--- src/shared/blc_pkg.sv ---
// package: constants and carriers for the black level clamp pulse control
package blc_pkg;
	localparam int DATA_W = 10;
	localparam int CNT_W = 8;
	localparam int DUR_W = 7;
	localparam int EXP_W = 3;
	localparam int ACC_W = 20;
	localparam logic [CNT_W-1:0] CNT_ZERO = 8'h00;
	localparam logic [CNT_W-1:0] CNT_ONE = 8'h01;
	localparam logic [9:0] ANALOG_MULT_SHIFT = 10'h002;
	localparam logic [DATA_W-1:0] DATA_ZERO = 10'h000;
	localparam logic [ACC_W-1:0] ACC_ZERO = 20'h0_0000;
	localparam logic [ACC_W-1:0] ACC_ONE = 20'h0_0001;

	// software settings, held by the management interface outside this block
	typedef struct packed {
		logic vert_pin_select;
		logic horiz_pin_select;
		logic internal_clamp_select;
		logic block_analog_steer;
		logic block_filter_steer;
		logic gain_change_only;
		logic mgmt_power_down;
		logic [CNT_W-1:0] clamp_pulse_delay;
		logic [CNT_W-1:0] clamp_pulse_width;
		logic [CNT_W-1:0] analog_line_offset;
		logic [CNT_W-1:0] analog_line_count;
		logic [DUR_W-1:0] analog_loop_duration;
		logic [EXP_W-1:0] digital_avg_exponent;
		logic [DATA_W-1:0] black_target;
	} blc_cfg_t;

	// correction state shown to the datapath and to software
	typedef struct packed {
		logic analog_loop_active;
		logic digital_avg_active;
		logic filter_enable;
		logic filter_preload;
		logic signed [DATA_W:0] avg_error;
	} blc_status_t;

	typedef enum logic [1:0] {
		BLC_IDLE = 2'b00,
		BLC_ANALOG = 2'b01,
		BLC_DIGITAL = 2'b10
	} blc_phase_t;

	typedef enum logic [1:0] {
		BLC_PG_IDLE = 2'b00,
		BLC_PG_DELAY = 2'b01,
		BLC_PG_PULSE = 2'b10
	} blc_pg_t;
endpackage : blc_pkg
--- src/design/blc_clamp_ctrl.sv ---
// module: clamp pulse generator, pulse steering and black level sequencing
////////////////////////////////////////////////////////////////////////////////
// Functional notes
// - analogue loop stays active four times duration pixels after enable falls.
// - then average error over two-power-exponent pixels, subtract until the next average is done.
// - computed average preloads the filter state to avoid a step.
// - vertical select clear gives power-down input, set gives frame sync.
// - horizontal select clear gives video blocking input, set gives line sync.
// - vertical select set forces pin power-down inactive, management request kept.
// - vertical select clear stops all frame-sync logic including steering.
// - horizontal select set holds internal video blocking inactive high.
// - horizontal select clear stops all line-sync dependent logic.
// - internal clamp select picks pin or internal pulses as loop enable.
// - pulse generator runs on master clock, triggered by trigger falling edges.
// - frame sync falling edge restarts the steering pulse count.
// - internal pulse rises delay plus one pixels after trigger falls.
// - internal pulse lasts exactly width pixels.
// - first offset-count pulses after frame sync go to the filter.
// - next line-count pulses go to the analogue loop enable.
// - any pulse not steered to the analogue loop goes to the filter unless block-filter is set.
// - block-analogue bit redirects analogue pulses to the filter.
// - block-filter bit stops every pulse reaching the filter enable.
// - gain-change-only limits analogue steering to the frame after gain write.
// - analogue duration is seven bits.
// - digital averaging exponent is three bits.
module blc_clamp_ctrl (
	input wire logic clk,
	input wire logic reset,
	input wire logic pixel_en,
	input wire logic clamp_trigger_n,
	input wire logic shared_vert_pin,
	input wire logic shared_horiz_pin,
	input wire logic gain_write,
	input wire logic [blc_pkg::DATA_W-1:0] adc_code,
	input wire blc_pkg::blc_cfg_t cfg,
	output logic power_down_n,
	output logic video_block_in,
	output logic frame_sync_in,
	output logic line_sync_in,
	output logic internal_clamp_pulse,
	output logic analog_loop_enable_n,
	output logic filter_enable_n,
	output logic [blc_pkg::DATA_W-1:0] corrected_code,
	output blc_pkg::blc_status_t status
);
	////////////////////////////////////////////////////////////////////////
	// dual mode pins
	logic vs_q;
	logic trig_q;
	logic pulse_q;
	logic trig_fall;
	logic vs_fall;
	logic pulse_fall;

	always_comb
	begin
		// pin polarity: power-down and blocking are active low inputs
		power_down_n = (cfg.vert_pin_select ? 1'b1 : shared_vert_pin)
			& ~cfg.mgmt_power_down;
		frame_sync_in = cfg.vert_pin_select ? shared_vert_pin : 1'b1;
		video_block_in = cfg.horiz_pin_select ? 1'b1 : shared_horiz_pin;
		line_sync_in = cfg.horiz_pin_select ? shared_horiz_pin : 1'b1;
	end

	always_ff @(posedge clk or posedge reset)
	begin
		if (reset)
		begin
			vs_q <= 1'b1;
			trig_q <= 1'b1;
			pulse_q <= 1'b0;
		end
		else
		begin
			vs_q <= frame_sync_in;
			trig_q <= clamp_trigger_n;
			pulse_q <= internal_clamp_pulse;
		end
	end

	assign trig_fall = trig_q & ~clamp_trigger_n;
	assign vs_fall = cfg.vert_pin_select & vs_q & ~frame_sync_in;
	assign pulse_fall = internal_clamp_pulse & ~pulse_q;

	////////////////////////////////////////////////////////////////////////
	// internal clamp pulse generator, timed in pixel periods
	blc_pkg::blc_pg_t pg_state;
	logic [blc_pkg::CNT_W-1:0] pg_cnt;

	always_ff @(posedge clk or posedge reset)
	begin
		if (reset)
		begin
			pg_state <= blc_pkg::BLC_PG_IDLE;
			pg_cnt <= blc_pkg::CNT_ZERO;
			internal_clamp_pulse <= 1'b0;
		end
		else
		begin
			case (pg_state)
				blc_pkg::BLC_PG_IDLE:
				begin
					// zero width: trigger is dropped, nothing counted
					if (trig_fall && cfg.clamp_pulse_width != blc_pkg::CNT_ZERO)
					begin
						pg_state <= blc_pkg::BLC_PG_DELAY;
						pg_cnt <= cfg.clamp_pulse_delay;
					end
				end
				blc_pkg::BLC_PG_DELAY:
				begin
					if (pixel_en)
					begin
						if (pg_cnt == blc_pkg::CNT_ZERO)
						begin
							pg_state <= blc_pkg::BLC_PG_PULSE;
							internal_clamp_pulse <= 1'b1;
							pg_cnt <= cfg.clamp_pulse_width;
						end
						else
							pg_cnt <= pg_cnt - blc_pkg::CNT_ONE;
					end
				end
				blc_pkg::BLC_PG_PULSE:
				begin
					if (pixel_en)
					begin
						if (pg_cnt == blc_pkg::CNT_ONE)
						begin
							pg_state <= blc_pkg::BLC_PG_IDLE;
							internal_clamp_pulse <= 1'b0;
						end
						pg_cnt <= pg_cnt - blc_pkg::CNT_ONE;
					end
				end
				default:
				begin
					pg_state <= blc_pkg::BLC_PG_IDLE;
					internal_clamp_pulse <= 1'b0;
				end
			endcase
		end
	end

	////////////////////////////////////////////////////////////////////////
	// steering
	logic [blc_pkg::CNT_W:0] pulse_idx;
	logic gain_pending;
	logic gain_frame;
	logic to_analog;
	logic steer_latched;

	always_ff @(posedge clk or posedge reset)
	begin
		if (reset)
			pulse_idx <= '0;
		else if (!cfg.vert_pin_select)
			pulse_idx <= '0;
		else if (vs_fall)
			pulse_idx <= '0;
		else if (pulse_fall && !(&pulse_idx))
			pulse_idx <= pulse_idx + 9'h001;
	end

	// a gain write arms the next frame; the write wins over the frame edge
	always_ff @(posedge clk or posedge reset)
	begin
		if (reset)
		begin
			gain_pending <= 1'b0;
			gain_frame <= 1'b0;
		end
		else if (vs_fall)
		begin
			gain_frame <= gain_pending;
			gain_pending <= gain_write;
		end
		else if (gain_write)
			gain_pending <= 1'b1;
	end

	always_comb
	begin
		to_analog = cfg.vert_pin_select
			&& ({1'b0, cfg.analog_line_offset} <= pulse_idx)
			&& (pulse_idx < {1'b0, cfg.analog_line_offset}
				+ {1'b0, cfg.analog_line_count})
			&& !cfg.block_analog_steer
			&& (!cfg.gain_change_only || gain_frame);
	end

	// route decided at pulse start so it cannot flip mid-pulse
	always_ff @(posedge clk or posedge reset)
	begin
		if (reset)
			steer_latched <= 1'b0;
		else if (pulse_fall)
			steer_latched <= to_analog;
	end

	logic int_analog_n;
	logic int_filter_n;
	always_comb
	begin
		int_analog_n = ~(internal_clamp_pulse
			& (pulse_fall ? to_analog : steer_latched));
		int_filter_n = ~(internal_clamp_pulse
			& ~(pulse_fall ? to_analog : steer_latched)
			& ~cfg.block_filter_steer);
		analog_loop_enable_n = cfg.internal_clamp_select ? int_analog_n
			: clamp_trigger_n;
		filter_enable_n = int_filter_n;
	end

	////////////////////////////////////////////////////////////////////////
	// analogue then digital correction sequence
	logic ale_q;
	logic ale_fall;
	blc_pkg::blc_phase_t phase;
	logic [9:0] phase_cnt;
	logic [blc_pkg::ACC_W-1:0] acc;
	logic signed [blc_pkg::DATA_W:0] avg_error;
	logic preload;
	logic signed [blc_pkg::DATA_W:0] diff;
	logic signed [blc_pkg::ACC_W-1:0] acc_next;
	logic signed [blc_pkg::DATA_W+1:0] corr;

	always_ff @(posedge clk or posedge reset)
	begin
		if (reset)
			ale_q <= 1'b1;
		else
			ale_q <= analog_loop_enable_n;
	end
	assign ale_fall = ale_q & ~analog_loop_enable_n;

	assign diff = $signed({1'b0, adc_code}) - $signed({1'b0, cfg.black_target});
	assign acc_next = $signed(acc) + blc_pkg::ACC_W'(diff);

	always_ff @(posedge clk or posedge reset)
	begin
		if (reset)
		begin
			phase <= blc_pkg::BLC_IDLE;
			phase_cnt <= '0;
			acc <= blc_pkg::ACC_ZERO;
			avg_error <= '0;
			preload <= 1'b0;
		end
		else
		begin
			preload <= 1'b0;
			case (phase)
				blc_pkg::BLC_IDLE:
				begin
					if (ale_fall)
					begin
						phase <= blc_pkg::BLC_ANALOG;
						phase_cnt <= {1'b0, cfg.analog_loop_duration, 2'b00};
					end
				end
				blc_pkg::BLC_ANALOG:
				begin
					if (pixel_en)
					begin
						if (phase_cnt <= 10'h001)
						begin
							phase <= blc_pkg::BLC_DIGITAL;
							phase_cnt <= 10'h001 << cfg.digital_avg_exponent;
							acc <= blc_pkg::ACC_ZERO;
						end
						else
							phase_cnt <= phase_cnt - 10'h001;
					end
				end
				blc_pkg::BLC_DIGITAL:
				begin
					if (pixel_en)
					begin
						acc <= acc_next;
						if (phase_cnt == 10'h001)
						begin
							phase <= blc_pkg::BLC_IDLE;
							avg_error <= (blc_pkg::DATA_W+1)'(acc_next
								>>> cfg.digital_avg_exponent);
							preload <= 1'b1;
						end
						phase_cnt <= phase_cnt - 10'h001;
					end
				end
				default:
					phase <= blc_pkg::BLC_IDLE;
			endcase
		end
	end

	// subtract the held average; clipped to the code range
	assign corr = $signed({2'b00, adc_code}) - $signed({avg_error[blc_pkg::DATA_W],
		avg_error});

	always_ff @(posedge clk or posedge reset)
	begin
		if (reset)
			corrected_code <= blc_pkg::DATA_ZERO;
		else if (pixel_en)
		begin
			if (corr[blc_pkg::DATA_W+1])
				corrected_code <= blc_pkg::DATA_ZERO;
			else if (corr[blc_pkg::DATA_W])
				corrected_code <= '1;
			else
				corrected_code <= corr[blc_pkg::DATA_W-1:0];
		end
	end

	always_comb
	begin
		status.analog_loop_active = (phase == blc_pkg::BLC_ANALOG);
		status.digital_avg_active = (phase == blc_pkg::BLC_DIGITAL);
		status.filter_enable = ~filter_enable_n;
		status.filter_preload = preload;
		status.avg_error = avg_error;
	end

	////////////////////////////////////////////////////////////////////////
	// checks
	AST_VERT_PD: assert property (@(posedge clk) disable iff (reset)
		cfg.vert_pin_select && !cfg.mgmt_power_down |-> power_down_n)
		else $error("power down not forced inactive");
	AST_BLK_HIGH: assert property (@(posedge clk) disable iff (reset)
		cfg.horiz_pin_select |-> video_block_in)
		else $error("video blocking not held high");
	AST_NO_FILTER: assert property (@(posedge clk) disable iff (reset)
		cfg.block_filter_steer |-> filter_enable_n)
		else $error("pulse reached filter while blocked");
	AST_ZERO_WID: assert property (@(posedge clk) disable iff (reset)
		trig_fall && pg_state == blc_pkg::BLC_PG_IDLE
		&& cfg.clamp_pulse_width == blc_pkg::CNT_ZERO
		|=> pg_state == blc_pkg::BLC_PG_IDLE)
		else $error("zero width started a pulse");
	AST_PULSE_END: assert property (@(posedge clk) disable iff (reset)
		pg_state == blc_pkg::BLC_PG_PULSE && pixel_en && pg_cnt == blc_pkg::CNT_ONE
		|=> !internal_clamp_pulse)
		else $error("pulse width overrun");
	AST_FRAME_RST: assert property (@(posedge clk) disable iff (reset)
		vs_fall |=> pulse_idx == '0)
		else $error("steering count not restarted");
	AST_NO_VSYNC: assert property (@(posedge clk) disable iff (reset)
		!cfg.vert_pin_select |-> frame_sync_in ##1 pulse_idx == '0)
		else $error("frame logic ran without frame sync");
	AST_BLOCK_AN: assert property (@(posedge clk) disable iff (reset)
		cfg.block_analog_steer && $past(cfg.block_analog_steer)
		&& cfg.internal_clamp_select |-> analog_loop_enable_n)
		else $error("analogue pulse while blocked");
	AST_SRC_PIN: assert property (@(posedge clk) disable iff (reset)
		!cfg.internal_clamp_select |-> analog_loop_enable_n == clamp_trigger_n)
		else $error("loop enable not from pin");
	AST_DIG_START: assert property (@(posedge clk) disable iff (reset)
		phase == blc_pkg::BLC_ANALOG && pixel_en && phase_cnt <= 10'h001
		|=> phase == blc_pkg::BLC_DIGITAL)
		else $error("digital phase did not follow");
	AST_PRELOAD: assert property (@(posedge clk) disable iff (reset)
		preload |-> $past(phase) == blc_pkg::BLC_DIGITAL
		&& phase == blc_pkg::BLC_IDLE)
		else $error("preload outside end of averaging");
endmodule : blc_clamp_ctrl

--- config.mk ---
export PLATFORM = sky130hd
export DESIGN_NAME = blc_clamp_ctrl
export DESIGN_NICKNAME = d
export VERILOG_FILES = /design/src/shared/blc_pkg.sv /design/src/design/blc_clamp_ctrl.sv
export SDC_FILE = /design/constraint.sdc
export NUM_CORES = 1
export LEC_CHECK = 0
export ABC_AREA = 1
export BUFFER_PORTS_ARGS = -buffer_cell sky130_fd_sc_hd__buf_4
export CAP_MARGIN = 25
export CORE_MARGIN = 4
export CORE_UTILIZATION = 50
export DETAILED_ROUTE_END_ITERATION = 10
export GPL_ROUTABILITY_DRIVEN = 0
export GPL_TIMING_DRIVEN = 1
export PLACE_DENSITY = 0.79
export RECOVER_POWER = 50
export SLEW_MARGIN = 20
export SYNTH_ARGS = -nofsm -noshare
export SYNTH_HDL_FRONTEND = slang
export SYNTH_SLANG_ARGS = --single-unit
--- constraint.sdc ---
create_clock -name clk -period 4.99 [get_ports clk]
set_clock_uncertainty 0.1 [all_clocks]
set_input_delay 0.7485 -clock clk [delete_from_list [all_inputs] [get_ports clk]]
set_output_delay 0.7485 -clock clk [all_outputs]
set_load 0.02 [all_outputs]
==> reports/metrics.json, run 1 <==
{
  "placed_design": {
    "place.port_buffers": 107,
    "dp_hpwl_mm": 15.0,
    "dpl_worst_slack_ns": 0.368,
    "placed_area_mm2": 0.00835,
    "post-place-cells": 1342
  },
  "worst_setup_path": {
    "max_fanout_on_critical_path": 3,
    "timing.critical_path.to_type": "output port",
    "crit_path_start_kind": "input pin",
    "rr_startpoint": "acc[0]",
    "critical_path_arrival_ns": 3.72,
    "endpoint_required_time_on_the_critical_path_ns": 4.14,
    "timing_worst_setup_path_type": "in2out",
    "timing.critical_path.from": "cfg[28]"
  },
  "power": {
    "pwr_density_cell_mw_per_mm2": 515,
    "power.static_leakage_nw": 4.58,
    "worst_ir_drop_on_vdd_mv": 0.337,
    "totalPowerFinal_mw": 4.43
  },
  "hold_path": {
    "hold_path_startpoint": "corrected_code[3]",
    "holdCritPathClass": "reg2reg"
  },
  "clocking": {
    "numCtsBuffers": 9,
    "cts-hold-fix-buffers": 0,
    "clock_tree.buffer_depth": 2,
    "root_buffer": "clkbuf_16",
    "cts-resized-gates": 0,
    "worst_skew_pair.late_latency_ns": 0.35,
    "clock_tree.htree_level_count": 3,
    "clock_tree_from_tritoncts": "yes",
    "post-cts-setup-buffers": 0,
    "cts.clk_slew.worst_paths_ns": 0.06,
    "cts_sinks": 79
  },
  "final_layout": {
    "stdcell_area_mm2": 0.00859,
    "n_antenna_cell": 0,
    "post_route_cells_drive_above_1_share_pct": 12.9,
    "number_of_nets_in_the_layout": 1325,
    "layoutNonFillerInstCount": 1358,
    "core_occupancy_in_the_finished_layout_pct": 59.1,
    "flow.area_growth_from_synthesis_pct": 16.2
  },
  "grt": {
    "grtUsageMet1_pct": 32.1,
    "grt_use_met2_pct": 36.6,
    "grt_start_max_net_pins": 50,
    "busiest_metal_layer_after_global_routing": "met2",
    "grt_first_pass_wirelength_mm": 31.8,
    "use_met3_pct": 4.70,
    "globalRouteOverflowTotal": 0,
    "global_route.usage.total_pct": 23.0,
    "grt_antenna_before_repair": 0,
    "grt_pass1_vias": 6877
  },
  "sta": {
    "timing.slew.headroom_pct": -78.8,
    "final.period_utilization_pct": 91.5,
    "final-max-slew-violation-count": 50,
    "finalWorstSetupSlack_ns": 0.426,
    "timing.final.setup_violations": 0,
    "timing.setup.tns_ns": 0,
    "count_of_endpoints_failing_hold_in_the_final_timing_report": 0,
    "tightestPinTransition_ns": 2.68,
    "grt_setup_unrepaired": "false",
    "clock.fmax_ghz": 0.219,
    "min_period_ns": 4.56,
    "hold-worst-slack_ns": 0.379
  },
  "run_status": {
    "failed_checks": "capacitance limit, slew limit",
    "status": "finished with violations"
  },
  "synth": {
    "syn_area_per_cell_um2": 6.93,
    "syn_inst": 1067,
    "synthesized_cell_area_mm2": 0.00740,
    "yosysWarnings": 0,
    "async_reset_ff_share_pct": 100,
    "mappedNetlistNets": 1223,
    "number_of_enable_type_register_cells_in_the_synthesized_netlist": 0,
    "ys_seq_area_share_pct": 26.8,
    "yosysUniqueCellTypes": 58,
    "yosys_register_bits": 79,
    "synth_top_flop_cell": "dfrtp_1"
  },
  "floorplanning": {
    "chipHeight_um": 130,
    "design.die.area_mm2": 0.0168,
    "core_area_mm2": 0.0145,
    "floorplan.die.width_um": 130,
    "initial_core_util_pct": 50.9,
    "std_cell_rows": 44,
    "num_io_pins": 108
  },
  "route": {
    "routedWlPerCell_um": 13.8,
    "post-route-drc-count": 0,
    "drt.antenna.violating_nets": 0,
    "detail_route.iter0.violations": 555,
    "drt_first_pass_iters": 6,
    "post_drt_via_cell_ratio": 5.32,
    "routed_vias": 7231,
    "wl_mm": 18.8
  },
  "run": {
    "max_cap_violations": 1
  }
}
-- cell usage after synthesis, types with 2 or more instances --
cell type | count | share of area, %
nand2_1 | 255 | 13
inv_1 | 160 | 8.1
nand3_1 | 107 | 7.2
dfrtp_1 | 76 | 26
ha_1 | 76 | 13
nor2_1 | 71 | 3.6
o21ai_0 | 63 | 4.3
a21oi_1 | 61 | 4.1
xor2_1 | 21 | 2.5
o21ai_1 | 18 | 1.2
nor3_1 | 17 | 1.2
xnor2_1 | 9 | 1.1
clkbuf_1 | 8 | 0.41
nand2_2 | 8 | 0.68
o211ai_1 | 8 | 0.81
a31oi_1 | 6 | 0.51
nand4_1 | 6 | 0.51
or2_2 | 6 | 0.51
a21o_1 | 5 | 0.51
buf_2 | 5 | 0.34
o21bai_1 | 5 | 0.51
o22ai_1 | 5 | 0.42
a22oi_1 | 4 | 0.41
fa_1 | 4 | 1.1
nand2_4 | 4 | 0.61
nand3b_1 | 4 | 0.41
nor2_2 | 4 | 0.34
or2_1 | 4 | 0.34
a211oi_1 | 3 | 0.30
buf_6 | 3 | 0.46
clkinv_1 | 3 | 0.15
dfstp_2 | 3 | 1.1
inv_2 | 3 | 0.15
o221ai_1 | 3 | 0.36
a221oi_1 | 2 | 0.24
buf_1 | 2 | 0.10
nor3_2 | 2 | 0.27
nor4_1 | 2 | 0.17
o21ai_4 | 2 | 0.44
-- flip-flops by register name, summed over array words and instances, names as in the netlist, 2 cells and up --
signal	count
avg_error	11
corrected_code	10
acc	18
pg_state	2
phase	2
pg_cnt	8
phase_cnt	10
pulse_idx	9
-- routing by layer --
layer / vias up / wire [um]
met5: - / 0
met4: 0 / 280
met3: 24 / 1450
met2: 262 / 8560
met1: 3227 / 8480
li1: 3718 / -
-- cell usage in the layout, fill, tap and decap left out, types with 6 or more instances in the layout --
| cell | Yosys | routed |
|---|---|---|
| nor2_1 | 71 | 71 |
| nand2_1 | 255 | 255 |
| o21ai_1 | 18 | 19 |
| nand4_1 | 6 | 6 |
| or2_2 | 6 | 6 |
| dfrtp_1 | 76 | 76 |
| clkbuf_16 | 0 | 9 |
| nor3_1 | 17 | 17 |
| a21oi_1 | 61 | 61 |
| clkbuf_1 | 8 | 22 |
| a31oi_1 | 6 | 6 |
| buf_4 | 1 | 88 |
| nand3_1 | 107 | 107 |
| o21ai_0 | 63 | 62 |
| xnor2_1 | 9 | 9 |
| ha_1 | 76 | 76 |
| nand2_2 | 8 | 8 |
| o211ai_1 | 8 | 8 |
| inv_1 | 160 | 159 |
| xor2_1 | 21 | 21 |
-- layout make-up --
cell class	count	area, um2
timing repair buffer	110	758
inverter	167	631
clock buffer	12	236
clock inverter	4	72.6
multi-input combinational	802	4680
sequential	79	1980
tap	184	230
fill	1398	5940
-- kinds of logic (layout without fill, tap and decap cells) --
logic type / Yosys count / after routing / share of synthesized area [%]
xor gates and xnor gates: 30 / 30 / 3.55
DFF: 79 / 79 / 26.8
adders and majority gates: 80 / 80 / 13.9
and+or+nand+nor: 498 / 498 / 30.4
buffers and inverters: 186 / 293 / 9.91
AOI/OAI and AO/OA: 194 / 194 / 15.4
-- worst max-delay path, stage by stage --
cell and delay (ns):
buf_4 0.08, ha_1 0.16, inv_1 0.06, fa_1 0.39, o21ai_1 0.23, a21oi_1 0.09, o21ai_0 0.28, a21o_1 0.18
a21oi_1 0.07, ha_1 0.30, a21o_1 0.19, nor2_1 0.10, nand2_1 0.06, nor2_1 0.08, nand3_1 0.08, nor2_1 0.08
nand3_1 0.08, nand2_2 0.10, nand2_1 0.07, nand2_2 0.07, inv_1 0.06, buf_4 0.15
-- path summary, 6_finish.rpt --
| kind | end | slack, ns | cells after the start |
|---|---|---|---|
| max | analog_loop_enable_n | 0.43 | 22 |
| min | corrected_code[3] | 0.38 | 2 |
| max reg2reg | avg_error[2] | 2.44 | 15 |
| min reg2reg | corrected_code[3] | 0.38 | 2 |
| max in group asynchronous | pulse_idx[3] | 1.12 | 3 |
| min in group asynchronous | phase[0] | 0.59 | 2 |
-- report_power, final --
part           switching [mW]  internal, mW
Clock                   0.268         0.438
Sequential              0.168         0.862
Combinational            1.76         0.930
Note: power is estimated with default switching activity, not from simulation.
==> inputs of run 2 (changes only) <==
Clock period 4.99 ns to 4.3 ns, I/O delays scaled along.
==> run 2 against run 1 <==
Effect of this change:
- the run still ends with capacitance limit, slew limit left
- sequential power rose by 17%
- die area unchanged
- total power is 16% higher
- routed wire length up 3.3%
==> reports/metrics.json, run 2 (synthesized netlist as in run 1, its figures left out) <==
{
  "grt": {
    "global_route.usage.total_pct": 23.4,
    "grt_use_met2_pct": 39.3,
    "grt_pass1_vias": 6898,
    "grt_first_pass_wirelength_mm": 32.2,
    "globalRouteOverflowTotal": 0,
    "grt_antenna_before_repair": 0,
    "use_met3_pct": 4.49,
    "grt_start_max_net_pins": 57,
    "grtUsageMet1_pct": 31.7,
    "busiest_metal_layer_after_global_routing": "met2"
  },
  "final_layout": {
    "final_cell_mix": "nand2_1 (255), inv_1 (159), nand3_1 (107), buf_4 (98), dfrtp_1 (76)",
    "regMostFlops": "acc",
    "layoutNonFillerInstCount": 1361,
    "reg.largest.list": "acc (18), avg_error (11)",
    "n_antenna_cell": 0,
    "flow.area_growth_from_synthesis_pct": 17.0,
    "post_route_cells_drive_above_1_share_pct": 14.4,
    "number_of_nets_in_the_layout": 1328,
    "stdcell_area_mm2": 0.00865,
    "layout_commonest_cell": "nand2_1",
    "largest_reg_flops": 18
  },
  "worst_setup_path": {
    "crit_path_start_kind": "input pin",
    "path_cells": "buf_4 > ha_1 > a21oi_1 > o21ai_2 > a21oi_1 > o21ai_2 > a21o_1 > a21oi_1 > ha_1 > a21o_1 > nor2_1 > nand2_1 > nor2_1 > nand3_1 > nor2_1 > nand3_1 > nand2_2 > nand2_1 > nand2_2 > inv_1 > buf_4",
    "reg2reg_to": "avg_error[5]",
    "timing.critical_path.to": "analog_loop_enable_n",
    "reg2regPathDepth": 15,
    "timing_worst_setup_path_type": "in2out",
    "max_stage_delay_on_crit_path_ns": 0.35,
    "timing.reg2reg.setup_slack_ns": 1.67,
    "rr_startpoint": "acc[0]",
    "endpoint_required_time_on_the_critical_path_ns": 3.56,
    "timing.critical_path.from": "cfg[23]",
    "max_fanout_on_critical_path": 4,
    "worstPathBufferInverterCount": 3,
    "timing.critical_path.to_type": "output port",
    "critical_path_depth": 21,
    "timing.critical_path.slowest_stage_cell": "ha_1",
    "timing.critical_path.max_delay_family": "compound AO/OA/AOI/OAI gates",
    "critical_path_arrival_ns": 3.30
  },
  "route": {
    "post-route-drc-count": 0,
    "wl_mm": 19.4,
    "drt.antenna.violating_nets": 0,
    "routed_vias": 7355,
    "drt_first_pass_iters": 5,
    "post_drt_via_cell_ratio": 5.40,
    "detail_route.iter0.violations": 483,
    "routedWlPerCell_um": 14.2
  },
  "sta": {
    "clock.fmax_ghz": 0.247,
    "grt_setup_unrepaired": "false",
    "final.period_utilization_pct": 94.1,
    "tightestPinTransition_ns": 2.63,
    "timing.final.setup_violations": 0,
    "final-max-slew-violation-count": 57,
    "timing.setup.tns_ns": 0,
    "finalWorstSetupSlack_ns": 0.255,
    "count_of_endpoints_failing_hold_in_the_final_timing_report": 0,
    "min_period_ns": 4.05,
    "timing.slew.headroom_pct": -76.2
  },
  "power": {
    "p_comb_share_pct": 61.7,
    "p_sw_mw": 2.59,
    "power.switching_fraction_pct": 50.4,
    "intPower_mw": 2.55,
    "worst_ir_drop_on_vdd_mv": 0.352,
    "totalPowerFinal_mw": 5.14,
    "power.share.clock_pct": 15.0,
    "power.static_leakage_nw": 4.61,
    "seq_power_share_pct": 23.3,
    "pwr_density_cell_mw_per_mm2": 594
  },
  "floorplanning": {
    "floorplan.die.width_um": 130,
    "std_cell_rows": 44,
    "initial_core_util_pct": 50.9,
    "core_area_mm2": 0.0145,
    "design.die.area_mm2": 0.0168,
    "num_io_pins": 108,
    "chipHeight_um": 130
  },
  "run_status": {
    "failed_checks": "capacitance limit, slew limit",
    "status": "finished with violations"
  },
  "run": {
    "max_cap_violations": 1
  },
  "placed_design": {
    "dpl_worst_slack_ns": -0.0305,
    "dp_hpwl_mm": 15.1,
    "place.port_buffers": 107,
    "post-place-cells": 1345,
    "placed_area_mm2": 0.00838
  },
  "clocking": {
    "cts.clk_slew.worst_paths_ns": 0.06,
    "clock_tree_from_tritoncts": "yes",
    "post-cts-setup-buffers": 0,
    "root_buffer": "clkbuf_16",
    "numCtsBuffers": 9,
    "cts-hold-fix-buffers": 0,
    "clock_tree.htree_level_count": 3,
    "cts_sinks": 79,
    "worst_skew_pair.late_latency_ns": 0.35,
    "clock_tree.buffer_depth": 2
  },
  "hold_path": {
    "holdCritPathClass": "in2reg"
  }
}
[run 2: cell type report]
class,instances,area (um2)
fill,1379,5880
clock buffer,10,229
timing repair buffer,113,800
clock inverter,6,62.6
multi-input combinational,802,4720
sequential,79,1980
tap,184,230
inverter,167,631
[run 2: power groups by stage]
stage	Sequential (mW)	Combinational, mW	Clock [mW]
CTS	1.20	3.17	0.783
finish	1.20	3.17	0.769
floorplan	1.26	2.29	0
global route	1.23	3.56	0.813
global placement	1.20	3.08	0
detailed placement	1.21	3.14	0
[run 2: worst min-delay path by stage]
stage	from	endpoint	slack [ns]	cells past startpoint
final	clamp_trigger_n	trig_q	0.33	1
after global routing	clamp_trigger_n	trig_q	0.33	1
after CTS	clamp_trigger_n	trig_q	0.32	1
after detailed placement	internal_clamp_pulse	pulse_q	0.38	0
after global placement	corrected_code[4]	corrected_code[4]	0.37	2
after floorplan	acc[11]	acc[11]	0.35	2
[run 2: timing repair]
| action | CTS | global route |
|---|---|---|
| hold endpoints to repair | 0 | 0 |
| gates resized for setup | 1 | 8 |
| endpoints found under the setup margin | 3 | 3 |
| pin swaps | 0 | 2 |
[run 2: metal layers]
layer	wire (um)	part of all wire, %	up-vias
li1	-	-	3719
met1	8690	45	3376
met2	9180	47	238
met3	1290	6.7	22
met4	221	1.1	0
met5	0	0	-
[run 2: stage by stage]
stage | hold WS, ns | utilization, %
after floorplan | 0.353 | -
after global placement | 0.369 | 57.6
after detailed placement | 0.376 | 57.6
after CTS | 0.316 | 59.6
after global routing | 0.331 | 59.5
final | 0.334 | 59.5
